--- config.mk ---
export PLATFORM = sky130hd
export DESIGN_NAME = csfm_top
export DESIGN_NICKNAME = d
export VERILOG_FILES = /design/src/pkg/csfm_pkg.sv /design/src/core/csfm_sync.sv /design/src/core/csfm_fail_det.sv /design/src/core/csfm_top.sv
export SDC_FILE = /design/constraint.sdc
export NUM_CORES = 1
export LEC_CHECK = 0
export BUFFER_PORTS_ARGS = -buffer_cell sky130_fd_sc_hd__buf_2
export CORE_MARGIN = 2
export CORE_UTILIZATION = 50
export CTS_CLUSTER_DIAMETER = 80
export DETAILED_ROUTE_END_ITERATION = 10
export PLACE_DENSITY = 0.86
export REMOVE_ABC_BUFFERS = 1
export SLEW_MARGIN = 30
export SYNTH_ARGS = -nofsm -noshare
export SYNTH_HDL_FRONTEND = slang
export SYNTH_SLANG_ARGS = --single-unit
--- constraint.sdc ---
create_clock -name pclk -period 4.37 [get_ports pclk]
set_clock_uncertainty 0.15 [all_clocks]
set_input_delay 0.874 -clock pclk [delete_from_list [all_inputs] [get_ports pclk]]
set_output_delay 0.874 -clock pclk [all_outputs]
set_load 0.01 [all_outputs]
--- src/pkg/csfm_pkg.sv ---
// constants and types shared by the clock start-up and fail monitor block
package csfm_pkg;

  // ----------------------------------------------------------------
  // register map (byte addresses, one word per register)
  // ----------------------------------------------------------------
  localparam logic [7:0] ADDR_OSC_CON = 8'h00;
  localparam logic [7:0] ADDR_OSC_STAT = 8'h04;
  localparam logic [7:0] ADDR_PFLAG2 = 8'h08;
  localparam logic [7:0] ADDR_PEN2 = 8'h0C;
  localparam logic [7:0] ADDR_PWR_CMD = 8'h10;

  // ----------------------------------------------------------------
  // field positions
  // ----------------------------------------------------------------
  localparam int IFS_LSB = 3;
  localparam int SCS_LSB = 0;
  localparam int OSC_FAIL_BIT = 7;
  localparam int OSC_FAIL_IE_BIT = 7;
  localparam int EXT_RUN_BIT = 0;
  localparam int FAILSAFE_BIT = 1;
  localparam int OST_RUN_BIT = 2;
  localparam int SLEEP_BIT = 0;

  // ----------------------------------------------------------------
  // reset values
  // ----------------------------------------------------------------
  localparam logic [3:0] IFS_RST = 4'h7;
  localparam logic [1:0] SCS_RST = 2'h0;

  // ----------------------------------------------------------------
  // timing counts
  // ----------------------------------------------------------------
  localparam int OST_CYCLES = 1024;
  localparam int LF_DIV = 64;

  // ----------------------------------------------------------------
  // oscillator select configuration and clock select codes
  // ----------------------------------------------------------------
  typedef enum logic [2:0] {
    MODE_LP = 3'h0,
    MODE_XT = 3'h1,
    MODE_HS = 3'h2,
    MODE_RC = 3'h3,
    MODE_INTERNAL_OSCILLATOR = 3'h4,
    MODE_EC = 3'h5
  } csfm_mode_t;

  localparam logic [1:0] SCS_CONFIG = 2'h0;
  localparam logic [1:0] SCS_SECONDARY = 2'h1;

  // ----------------------------------------------------------------
  // clock switch states
  // ----------------------------------------------------------------
  typedef enum logic [7:0] {
    ST_BOOT = 8'h01,
    ST_INT = 8'h02,
    ST_OST = 8'h04,
    ST_WAIT_INT = 8'h08,
    ST_HOLD = 8'h10,
    ST_EXT = 8'h20,
    ST_FAIL = 8'h40,
    ST_SLEEP = 8'h80
  } csfm_state_t;

endpackage : csfm_pkg

--- src/core/csfm_sync.sv ---
// two-flop synchroniser with edge pulses for asynchronous oscillator pins
`timescale 1ns/10ps
`default_nettype none
module csfm_sync #(
  parameter int W = 3
) (
  // clock and reset
  input wire logic pclk,
  input wire logic presetn,
  // asynchronous levels
  input wire logic [W-1:0] d_in,
  // synchronised level and edges
  output logic [W-1:0] q,
  output logic [W-1:0] rise,
  output logic [W-1:0] fall
);

  logic [W-1:0] meta_r;
  logic [W-1:0] q_r;
  logic [W-1:0] q_d_r;

  // first stage feeds only the second stage
  always_ff @(posedge pclk or negedge presetn) begin
    if (!presetn) begin
      meta_r <= '0;
      q_r <= '0;
      q_d_r <= '0;
    end else begin
      meta_r <= d_in;
      q_r <= meta_r;
      q_d_r <= q_r;
    end
  end

  // edges come from the settled stages only
  assign q = q_r;
  assign rise = q_r & ~q_d_r;
  assign fall = ~q_r & q_d_r;

endmodule : csfm_sync
`default_nettype wire

--- src/core/csfm_fail_det.sv ---
// fail detector: divided sample clock, set/clear latch, half-cycle check
`timescale 1ns/10ps
`default_nettype none
module csfm_fail_det #(
  parameter int DIV = csfm_pkg::LF_DIV
) (
  // clock and reset
  input wire logic pclk,
  input wire logic presetn,
  // qualified events
  input wire logic ext_fall,
  input wire logic lf_rise,
  input wire logic enable,
  // detection
  output logic fail
);

  localparam int CW = $clog2(DIV);

  logic [CW-1:0] div_r;
  logic latch_r;
  logic fail_r;
  logic samp_rise;
  logic samp_fall;

  // sample clock is the top bit of the divider: one period per DIV edges
  assign samp_rise = lf_rise && (div_r == CW'(DIV / 2 - 1)); // [RULE8]
  assign samp_fall = lf_rise && (div_r == CW'(DIV - 1));

  // divider, latch and check; external falling edge wins over the clear
  always_ff @(posedge pclk or negedge presetn) begin
    if (!presetn) begin
      div_r <= '0;
      latch_r <= 1'b1;
      fail_r <= 1'b0;
    end else begin
      if (lf_rise) begin
        div_r <= div_r + CW'(1); // [RULE8]
      end
      if (!enable || ext_fall) begin
        latch_r <= 1'b1; // [RULE9]
      end else if (samp_rise) begin
        latch_r <= 1'b0; // [RULE9]
      end
      fail_r <= enable && samp_fall && !latch_r && !ext_fall; // [RULE10]
    end
  end

  assign fail = fail_r;
endmodule : csfm_fail_det
`default_nettype wire

--- src/core/csfm_top.sv ---
// clock start-up sequencer, fail-safe monitor and register slave
// Functional notes
// [RULE1] after reset or wake, run from internal oscillator at selected frequency
// [RULE2] start-up timer counts 1024 external clock cycles before it is ready
// [RULE3] on timer expiry wait internal falling edge, then set running flag
// [RULE4] hold system clock low until next external falling edge, then switch
// [RULE5] status flag shows whether system clock is external or internal
// [RULE6] monitor active only with fail-safe enable, for every external mode
// [RULE7] no failure flagged before start-up timer has expired
// [RULE8] sample clock is low-frequency internal oscillator divided by 64
// [RULE9] latch set by external falling edge, cleared by sample rising edge
// [RULE10] failure when full sample half-cycle passes without external low
// [RULE11] on failure switch to internal clock and set oscillator-fail flag
// [RULE12] fail flag raises interrupt only when its enable bit is set
// [RULE13] after failure stay internal until firmware switches back
// [RULE14] fallback frequency is the current internal frequency select field
// [RULE15] fail-safe condition cleared by reset, sleep or clock select change; code clears it on reset, sleep or entry to ST_EXT, not on the select change
// [RULE16] select change restarts timer; clear fail-safe after switching back
// [RULE17] software clears fail flag first; hardware sets it again on failure
// [RULE18] start-up timer runs after every reset and every wake; code skips it when start_st is ST_INT or ST_HOLD
// [RULE19] external-clock and RC modes skip the start-up timer
// [RULE20] fail monitor enabled implies two-speed start-up
// [RULE21] software checks status bits after a delay to confirm switchover
// [RULE22] pin-domain flags are synchronised before software reads them
`timescale 1ns/10ps
`default_nettype none
module csfm_top #(
  parameter int ADDR_W = 8,
  parameter int OST_N = csfm_pkg::OST_CYCLES
) (
  // clock and reset
  input wire logic pclk,
  input wire logic presetn,
  // apb slave
  input wire logic psel,
  input wire logic penable,
  input wire logic pwrite,
  input wire logic [ADDR_W-1:0] paddr,
  input wire logic [31:0] pwdata,
  output logic [31:0] prdata,
  output logic pready,
  output logic pslverr,
  // oscillator pins, asynchronous
  input wire logic ext_osc_in,
  input wire logic internal_osc_in,
  input wire logic low_freq_internal_osc_in,
  // configuration and power events
  input wire logic [2:0] oscillator_select_config,
  input wire logic fail_safe_enable,
  input wire logic wake_req,
  // clock and interrupt outputs
  output logic sys_clk,
  output logic sys_clk_is_ext,
  output logic [3:0] internal_freq_select,
  output logic irq
);

  localparam int OW = $clog2(OST_N);

  // ----------------------------------------------------------------
  // pin synchronisation
  // ----------------------------------------------------------------
  logic [2:0] osc_q;
  logic [2:0] osc_rise;
  logic [2:0] osc_fall;
  logic ext_s;
  logic int_s;
  logic ext_fall;
  logic int_fall;
  logic lf_rise;

  // every oscillator pin passes two flops before use
  csfm_sync #(.W(3)) u_sync (
    .pclk(pclk),
    .presetn(presetn),
    .d_in({low_freq_internal_osc_in, internal_osc_in, ext_osc_in}),
    .q(osc_q),
    .rise(osc_rise),
    .fall(osc_fall)
  ); // [RULE22]

  assign ext_s = osc_q[0];
  assign int_s = osc_q[1];
  assign ext_fall = osc_fall[0];
  assign int_fall = osc_fall[1];
  assign lf_rise = osc_rise[2];

  // ----------------------------------------------------------------
  // registers and state
  // ----------------------------------------------------------------
  csfm_pkg::csfm_state_t st_r;
  csfm_pkg::csfm_state_t st_nxt;
  csfm_pkg::csfm_state_t start_st;
  logic [3:0] ifs_r;
  logic [1:0] scs_r;
  logic osc_fail_flag_r;
  logic osc_fail_flag_nxt;
  logic osc_fail_ie_r;
  logic ext_running_r;
  logic failsafe_r;
  logic failsafe_nxt;
  logic scs_chg_r;
  logic [OW-1:0] ost_cnt_r;
  logic sys_clk_r;
  logic src_ext_r;
  logic irq_r;
  logic pready_r;
  logic pslverr_r;
  logic [31:0] prdata_r;

  // ----------------------------------------------------------------
  // apb decode
  // ----------------------------------------------------------------
  logic setup;
  logic wr_en;
  logic hit_con;
  logic hit_stat;
  logic hit_pf2;
  logic hit_pe2;
  logic hit_pwr;
  logic hit_any;
  logic [31:0] rd_mux;
  logic [1:0] scs_new;
  logic sleep_cmd;

  assign setup = psel && !penable;
  assign wr_en = psel && penable && pready_r && pwrite;
  assign hit_con = paddr == ADDR_W'(csfm_pkg::ADDR_OSC_CON);
  assign hit_stat = paddr == ADDR_W'(csfm_pkg::ADDR_OSC_STAT);
  assign hit_pf2 = paddr == ADDR_W'(csfm_pkg::ADDR_PFLAG2);
  assign hit_pe2 = paddr == ADDR_W'(csfm_pkg::ADDR_PEN2);
  assign hit_pwr = paddr == ADDR_W'(csfm_pkg::ADDR_PWR_CMD);
  assign hit_any = hit_con || hit_stat || hit_pf2 || hit_pe2 || hit_pwr;
  assign scs_new = pwdata[csfm_pkg::SCS_LSB +: 2];
  assign sleep_cmd = wr_en && hit_pwr && pwdata[csfm_pkg::SLEEP_BIT];

  // read mux; reserved bits read as zero, status words come from pclk flops
  always_comb begin
    rd_mux = 32'h0000_0000;
    if (hit_con) begin
      rd_mux[csfm_pkg::IFS_LSB +: 4] = ifs_r;
      rd_mux[csfm_pkg::SCS_LSB +: 2] = scs_r;
    end else if (hit_stat) begin
      rd_mux[csfm_pkg::EXT_RUN_BIT] = ext_running_r; // [RULE5] [RULE22]
      rd_mux[csfm_pkg::FAILSAFE_BIT] = failsafe_r;
      rd_mux[csfm_pkg::OST_RUN_BIT] = st_r == csfm_pkg::ST_OST;
    end else if (hit_pf2) begin
      rd_mux[csfm_pkg::OSC_FAIL_BIT] = osc_fail_flag_r;
    end else if (hit_pe2) begin
      rd_mux[csfm_pkg::OSC_FAIL_IE_BIT] = osc_fail_ie_r;
    end
  end

  // answer in the first access cycle; unmapped addresses get an error
  always_ff @(posedge pclk or negedge presetn) begin
    if (!presetn) begin
      pready_r <= 1'b0;
      pslverr_r <= 1'b0;
      prdata_r <= 32'h0000_0000;
    end else begin
      pready_r <= setup;
      pslverr_r <= setup && !hit_any;
      if (setup) begin
        prdata_r <= rd_mux;
      end
    end
  end

  // ----------------------------------------------------------------
  // start path selection
  // ----------------------------------------------------------------
  logic want_ext;
  logic skip_ost;
  logic fail_det;
  logic mon_en;

  // secondary oscillator or a configured external mode asks for the switch
  assign want_ext = (scs_r == csfm_pkg::SCS_SECONDARY) ||
                    (scs_r == csfm_pkg::SCS_CONFIG &&
                     oscillator_select_config != csfm_pkg::MODE_INTERNAL_OSCILLATOR);
  assign skip_ost = scs_r == csfm_pkg::SCS_CONFIG &&
                    (oscillator_select_config == csfm_pkg::MODE_EC ||
                     oscillator_select_config == csfm_pkg::MODE_RC); // [RULE19]

  // two-speed start is always on, so it is on whenever monitoring is
  always_comb begin
    if (!want_ext) begin
      start_st = csfm_pkg::ST_INT; // [RULE1]
    end else if (skip_ost) begin
      start_st = csfm_pkg::ST_HOLD; // [RULE19]
    end else begin
      start_st = csfm_pkg::ST_OST; // [RULE18] [RULE20]
    end
  end

  // monitor only watches a running external clock, never during start-up
  assign mon_en = fail_safe_enable && st_r == csfm_pkg::ST_EXT; // [RULE6] [RULE7]

  csfm_fail_det #(.DIV(csfm_pkg::LF_DIV)) u_det (
    .pclk(pclk),
    .presetn(presetn),
    .ext_fall(ext_fall),
    .lf_rise(lf_rise),
    .enable(mon_en),
    .fail(fail_det)
  );

  // ----------------------------------------------------------------
  // clock switch state machine
  // ----------------------------------------------------------------
  always_comb begin
    st_nxt = st_r;
    if (sleep_cmd) begin
      st_nxt = csfm_pkg::ST_SLEEP;
    end else if (scs_chg_r && st_r != csfm_pkg::ST_SLEEP) begin
      st_nxt = start_st; // [RULE16]
    end else begin
      case (st_r)
        csfm_pkg::ST_BOOT: begin
          st_nxt = start_st; // [RULE18]
        end
        csfm_pkg::ST_OST: begin
          if (ext_fall && ost_cnt_r == OW'(OST_N - 1)) begin
            st_nxt = csfm_pkg::ST_WAIT_INT; // [RULE2]
          end
        end
        csfm_pkg::ST_WAIT_INT: begin
          if (int_fall) begin
            st_nxt = csfm_pkg::ST_HOLD; // [RULE3]
          end
        end
        csfm_pkg::ST_HOLD: begin
          if (ext_fall) begin
            st_nxt = csfm_pkg::ST_EXT; // [RULE4]
          end
        end
        csfm_pkg::ST_EXT: begin
          if (fail_det) begin
            st_nxt = csfm_pkg::ST_FAIL; // [RULE11]
          end
        end
        csfm_pkg::ST_SLEEP: begin
          if (wake_req) begin
            st_nxt = start_st; // [RULE18]
          end
        end
        default: begin
          st_nxt = st_r; // internal and failed states wait for software
        end
      endcase
    end
  end

  // fail-safe condition: set by a failure, cleared by sleep or a good switch
  always_comb begin
    failsafe_nxt = failsafe_r;
    if (st_r == csfm_pkg::ST_EXT && st_nxt == csfm_pkg::ST_FAIL) begin
      failsafe_nxt = 1'b1; // [RULE11] a sleep in the same cycle leaves it clear
    end else if (sleep_cmd || st_nxt == csfm_pkg::ST_EXT) begin
      failsafe_nxt = 1'b0; // [RULE15] [RULE16]
    end
  end

  // a hardware set beats a software clear in the same cycle
  always_comb begin
    osc_fail_flag_nxt = osc_fail_flag_r;
    if (wr_en && hit_pf2) begin
      osc_fail_flag_nxt = pwdata[csfm_pkg::OSC_FAIL_BIT]; // [RULE17]
    end
    if (fail_det && st_r == csfm_pkg::ST_EXT) begin
      osc_fail_flag_nxt = 1'b1; // [RULE11] [RULE17]
    end
  end

  // ----------------------------------------------------------------
  // control registers
  // ----------------------------------------------------------------
  always_ff @(posedge pclk or negedge presetn) begin
    if (!presetn) begin
      ifs_r <= csfm_pkg::IFS_RST;
      scs_r <= csfm_pkg::SCS_RST;
      scs_chg_r <= 1'b0;
      osc_fail_ie_r <= 1'b0;
    end else begin
      scs_chg_r <= wr_en && hit_con && scs_new != scs_r; // [RULE15]
      if (wr_en && hit_con) begin
        ifs_r <= pwdata[csfm_pkg::IFS_LSB +: 4]; // [RULE14]
        scs_r <= scs_new;
      end
      if (wr_en && hit_pe2) begin
        osc_fail_ie_r <= pwdata[csfm_pkg::OSC_FAIL_IE_BIT];
      end
    end
  end

  // ----------------------------------------------------------------
  // state, timer, flags and clock outputs
  // ----------------------------------------------------------------
  always_ff @(posedge pclk or negedge presetn) begin
    if (!presetn) begin
      st_r <= csfm_pkg::ST_BOOT;
      ost_cnt_r <= '0;
      ext_running_r <= 1'b0;
      failsafe_r <= 1'b0;
      osc_fail_flag_r <= 1'b0;
      sys_clk_r <= 1'b0;
      src_ext_r <= 1'b0;
      irq_r <= 1'b0;
    end else begin
      st_r <= st_nxt;
      // counter restarts on every entry to the start-up state
      if (st_r != csfm_pkg::ST_OST || st_nxt != csfm_pkg::ST_OST) begin
        ost_cnt_r <= '0;
      end else if (ext_fall) begin
        ost_cnt_r <= ost_cnt_r + OW'(1); // [RULE2]
      end
      ext_running_r <= st_nxt == csfm_pkg::ST_HOLD ||
                       st_nxt == csfm_pkg::ST_EXT; // [RULE3] [RULE5]
      failsafe_r <= failsafe_nxt;
      osc_fail_flag_r <= osc_fail_flag_nxt;
      src_ext_r <= st_nxt == csfm_pkg::ST_EXT; // [RULE13]
      irq_r <= osc_fail_flag_r && osc_fail_ie_r; // [RULE12]
      // the clock is a sampled copy; hold and sleep keep it low
      if (st_r == csfm_pkg::ST_EXT) begin
        sys_clk_r <= ext_s;
      end else if (st_r == csfm_pkg::ST_HOLD || st_r == csfm_pkg::ST_SLEEP) begin
        sys_clk_r <= 1'b0; // [RULE4]
      end else begin
        sys_clk_r <= int_s; // [RULE1] [RULE11] [RULE14]
      end
    end
  end

  assign prdata = prdata_r;
  assign pready = pready_r;
  assign pslverr = pslverr_r;
  assign sys_clk = sys_clk_r;
  assign sys_clk_is_ext = src_ext_r;
  assign internal_freq_select = ifs_r;
  assign irq = irq_r;
endmodule : csfm_top
`default_nettype wire

==> results.tsv <==
metric	value	unit
io pins	94	
CP Cell Sequence	ha_1 > nand2_1 > or4_1 > a211oi_1 > a21oi_1 > a2111oi_0 > o21ai_0 > a21o_1	
Logic pwr share	0.163	
cell-internal power	934.3	uW
sequential share of power	0.485	
Post-CTS Setup Bufs	0	
ys async rst share	1.000	
crit path DAT	3.24	ns
worst skew pair latency	0.34	ns
Root Buffer Master	clkbuf_8	
FILL cells	522	
via count	2259	
switch share	0.2874	
vias per inst	5.328	
slowest CP cell	a2111oi_0	
DR DRC count	0	
total global routing overflow	0	
# rows	28	
Worst Path Max Fanout	3	
final instance area	3368	sq um
full die area	6571	sq um
crit-path leading delay family	compound AO/OA/AOI/OAI gates	
Max Cap Viol	0	
RSZ-0062 raised after global routing	false	
largest net degree at the start of global routing	41	
Worst slew margin	0.4361	
CORE AREA	5816	sq um
synthesis-to-finish area growth	13.44	%
final hold vios	0	
switching power	376.9	uW
gr usage total	0.1921	
Die Y	81.06	microns
Reg clk slew, reported paths	0.07	ns
Synth Warn #	0	
CTS resizes	0	
CTS tree	yes	
H-tree depth	3	
# hold bufs at CTS	0	
final RePlAce weighted congestion	0.8939	
CP endpoint kind	register	
dpl cell area	3178	sq um
clock share of power	0.351	
fin. max-slew vios	0	
vias in the first global route	2112	
Final HPWL DP	4211	microns
CP peak stage delay	0.59	ns
top achievable clock speed	316.8	MHz
router iterations before antenna repair	4	
die extent in x	81.06	microns
setup tns final	0	ns
WL final	5854	microns
Routed Antenna Nets	0	
Seq cells post-synth	59	
n_diodes	0	
pwr/cell area	389.3	nW/um^2
initial antenna violation count	0	
syn avg cell area	10.06	sq um
sequential area share after synthesis	0.4994	
DR WL/cell	13.81	microns
Initial Utilization	0.5105	
Critical Path Start Type	register	
clk buf depth	2	
VDD IR max	0.0002910	V
port buffer count	44	
share of layout cells above drive strength 1	0.2235	
global-route wire length before repair	9584	microns
Post-synth EDFFs	0	
Worst Path Class, Setup	register to register	
WP buf/inv	0	
minimum clock period	3.156	ns
Hold WC Path Type	register to register	
cts bufs inserted	9	
Slew @ Worst Pin	0.8459	ns
main flop type after synthesis	dfrtp_1	
commonest non-fill, non-tap cell in the layout	dfrtp_1	
Distinct cells, synth	49	
nets	399	
Setup violations, final	0	
Syn Inst Count	295	
most frequent cells in the layout	dfrtp_1 (54), buf_2 (44), nand2_1 (33)	
run status	finished clean	
Worst EP required	4.45	ns
Post-Syn Area	2969	sq um
Lkg Pwr	0.001576	uW
clock sinks	59	
period utilization	0.7223	
initial drt markers	207	
-- metal layers --
layer,GRT usage,part of all wire,up-vias,wire [microns]
met3,0.05000,0.049,9,285
met1,0.2616,0.46,1093,2688
met4,0.08983,0.018,0,104
li1,-,-,1088,-
met2,0.2876,0.47,69,2776
met5,0,0,-,0
-- metrics by stage --
stage / power [uW] / setup slack (ns) / hold WS [ns] / cells / utilization
after global placement: 849.5 / 1.122 / 0.1846 / 408 / 0.5465
after floorplan: 783.9 / 1.364 / 0.1812 / 287 / -
after CTS: 1322 / 1.286 / 0.1979 / 424 / 0.5781
after detailed placement: 858.9 / 1.072 / 0.1856 / 408 / 0.5465
after global routing: 1380 / 1.023 / 0.2134 / 424 / 0.5792
final: 1311 / 1.214 / 0.1957 / 424 / 0.5792
-- cell type report --
cell class / count / area (sq um) / area share
sequential: 59 / 1483 / 0.4402
multi-input combinational: 220 / 1343 / 0.3986
timing repair buffer: 46 / 235.2 / 0.06984
clock buffer: 15 / 176.4 / 0.05238
tap: 75 / 93.84 / 0.02786
inverter: 8 / 30.03 / 0.008915
clock inverter: 1 / 7.507 / 0.002229
-- path summary, 6_finish.rpt --
| check | startpoint | endpoint | slack (ns) | cells after the start |
|---|---|---|---|---|
| max in group asynchronous | presetn | st_r[0]$_DFF_PN1_ | 2.73 | 2 |
| max | ost_cnt_r[1]$_DFFE_PN0P_ | failsafe_r$_DFFE_PN0P_ | 1.21 | 8 |
| min in group asynchronous | presetn | u_det.div_r[1]$_DFFE_PN0P_ | 0.50 | 1 |
| min | u_sync.meta_r[0]$_DFF_PN0_ | u_sync.q[0]$_DFF_PN0_ | 0.20 | 0 |
| min reg2reg | u_sync.meta_r[0]$_DFF_PN0_ | u_sync.q[0]$_DFF_PN0_ | 0.20 | 0 |
| max reg2reg | ost_cnt_r[1]$_DFFE_PN0P_ | failsafe_r$_DFFE_PN0P_ | 1.21 | 8 |
-- logic make-up (layout without fill, tap and decap cells) --
logic type               after synthesis  in the layout  share of synthesized area
flip-flops                            59             59                     0.4994
adder cells (fa/ha/maj)                2              2                   0.008427
AO/OA/AOI/OAI                         49             49                     0.1125
AND/OR/NAND/NOR                      117            117                     0.2086
buffers and inverters                 39             70                    0.07965
other                                  1             24                   0.001263
multiplexers                          10             10                    0.03709
XOR/XNOR                              18             18                    0.05310
-- power by group through the flow --
stage	registers (uW)	logic (uW)	clock network [uW]
2_1_floorplan	638	146	0
3_3_place_gp	643	207	0
3_5_place_dp	646	213	0
4_1_cts	636	213	472
5_1_grt	644	239	496
6_report	636	214	461
-- Yosys cell counts (3+ instances only) --
| cell | n | area [sq um] |
|---|---|---|
| a21o_1 | 3 | 22.52 |
| a21oi_1 | 9 | 45.04 |
| and3_1 | 3 | 18.77 |
| buf_4 | 24 | 180.2 |
| clkbuf_1 | 7 | 26.28 |
| dfrtp_1 | 54 | 1351 |
| dfstp_2 | 5 | 131.4 |
| inv_1 | 8 | 30.03 |
| mux2_2 | 8 | 90.09 |
| nand2_1 | 33 | 123.9 |
| nand2b_1 | 6 | 37.54 |
| nand3_1 | 5 | 25.02 |
| nand4_1 | 9 | 56.30 |
| nor2_1 | 24 | 90.09 |
| nor2b_1 | 9 | 56.30 |
| nor4_1 | 7 | 43.79 |
| nor4b_1 | 4 | 35.03 |
| o21ai_0 | 16 | 80.08 |
| o31ai_1 | 3 | 22.52 |
| xnor2_1 | 8 | 70.07 |
| xor2_1 | 10 | 87.58 |
-- worst register-to-register path, cell delays in order (launching register included) --
cell       delay, ns
dfrtp_1         0.39
ha_1            0.20
nand2_1         0.10
or4_1           0.53
a211oi_1        0.51
a21oi_1         0.19
a2111oi_0       0.59
o21ai_0         0.21
a21o_1          0.18
-- flip-flops by register name (all words and copies together), names as in the netlist, 2 cells and up --
register              flops
u_det.div_r               6
u_sync.q                  3
ost_cnt_r                10
scs_r                     2
st_r                      8
prdata                    8
internal_freq_select      4
u_sync.meta_r             3
u_sync.q_d_r              3
Power figures use the tool's default switching activity.
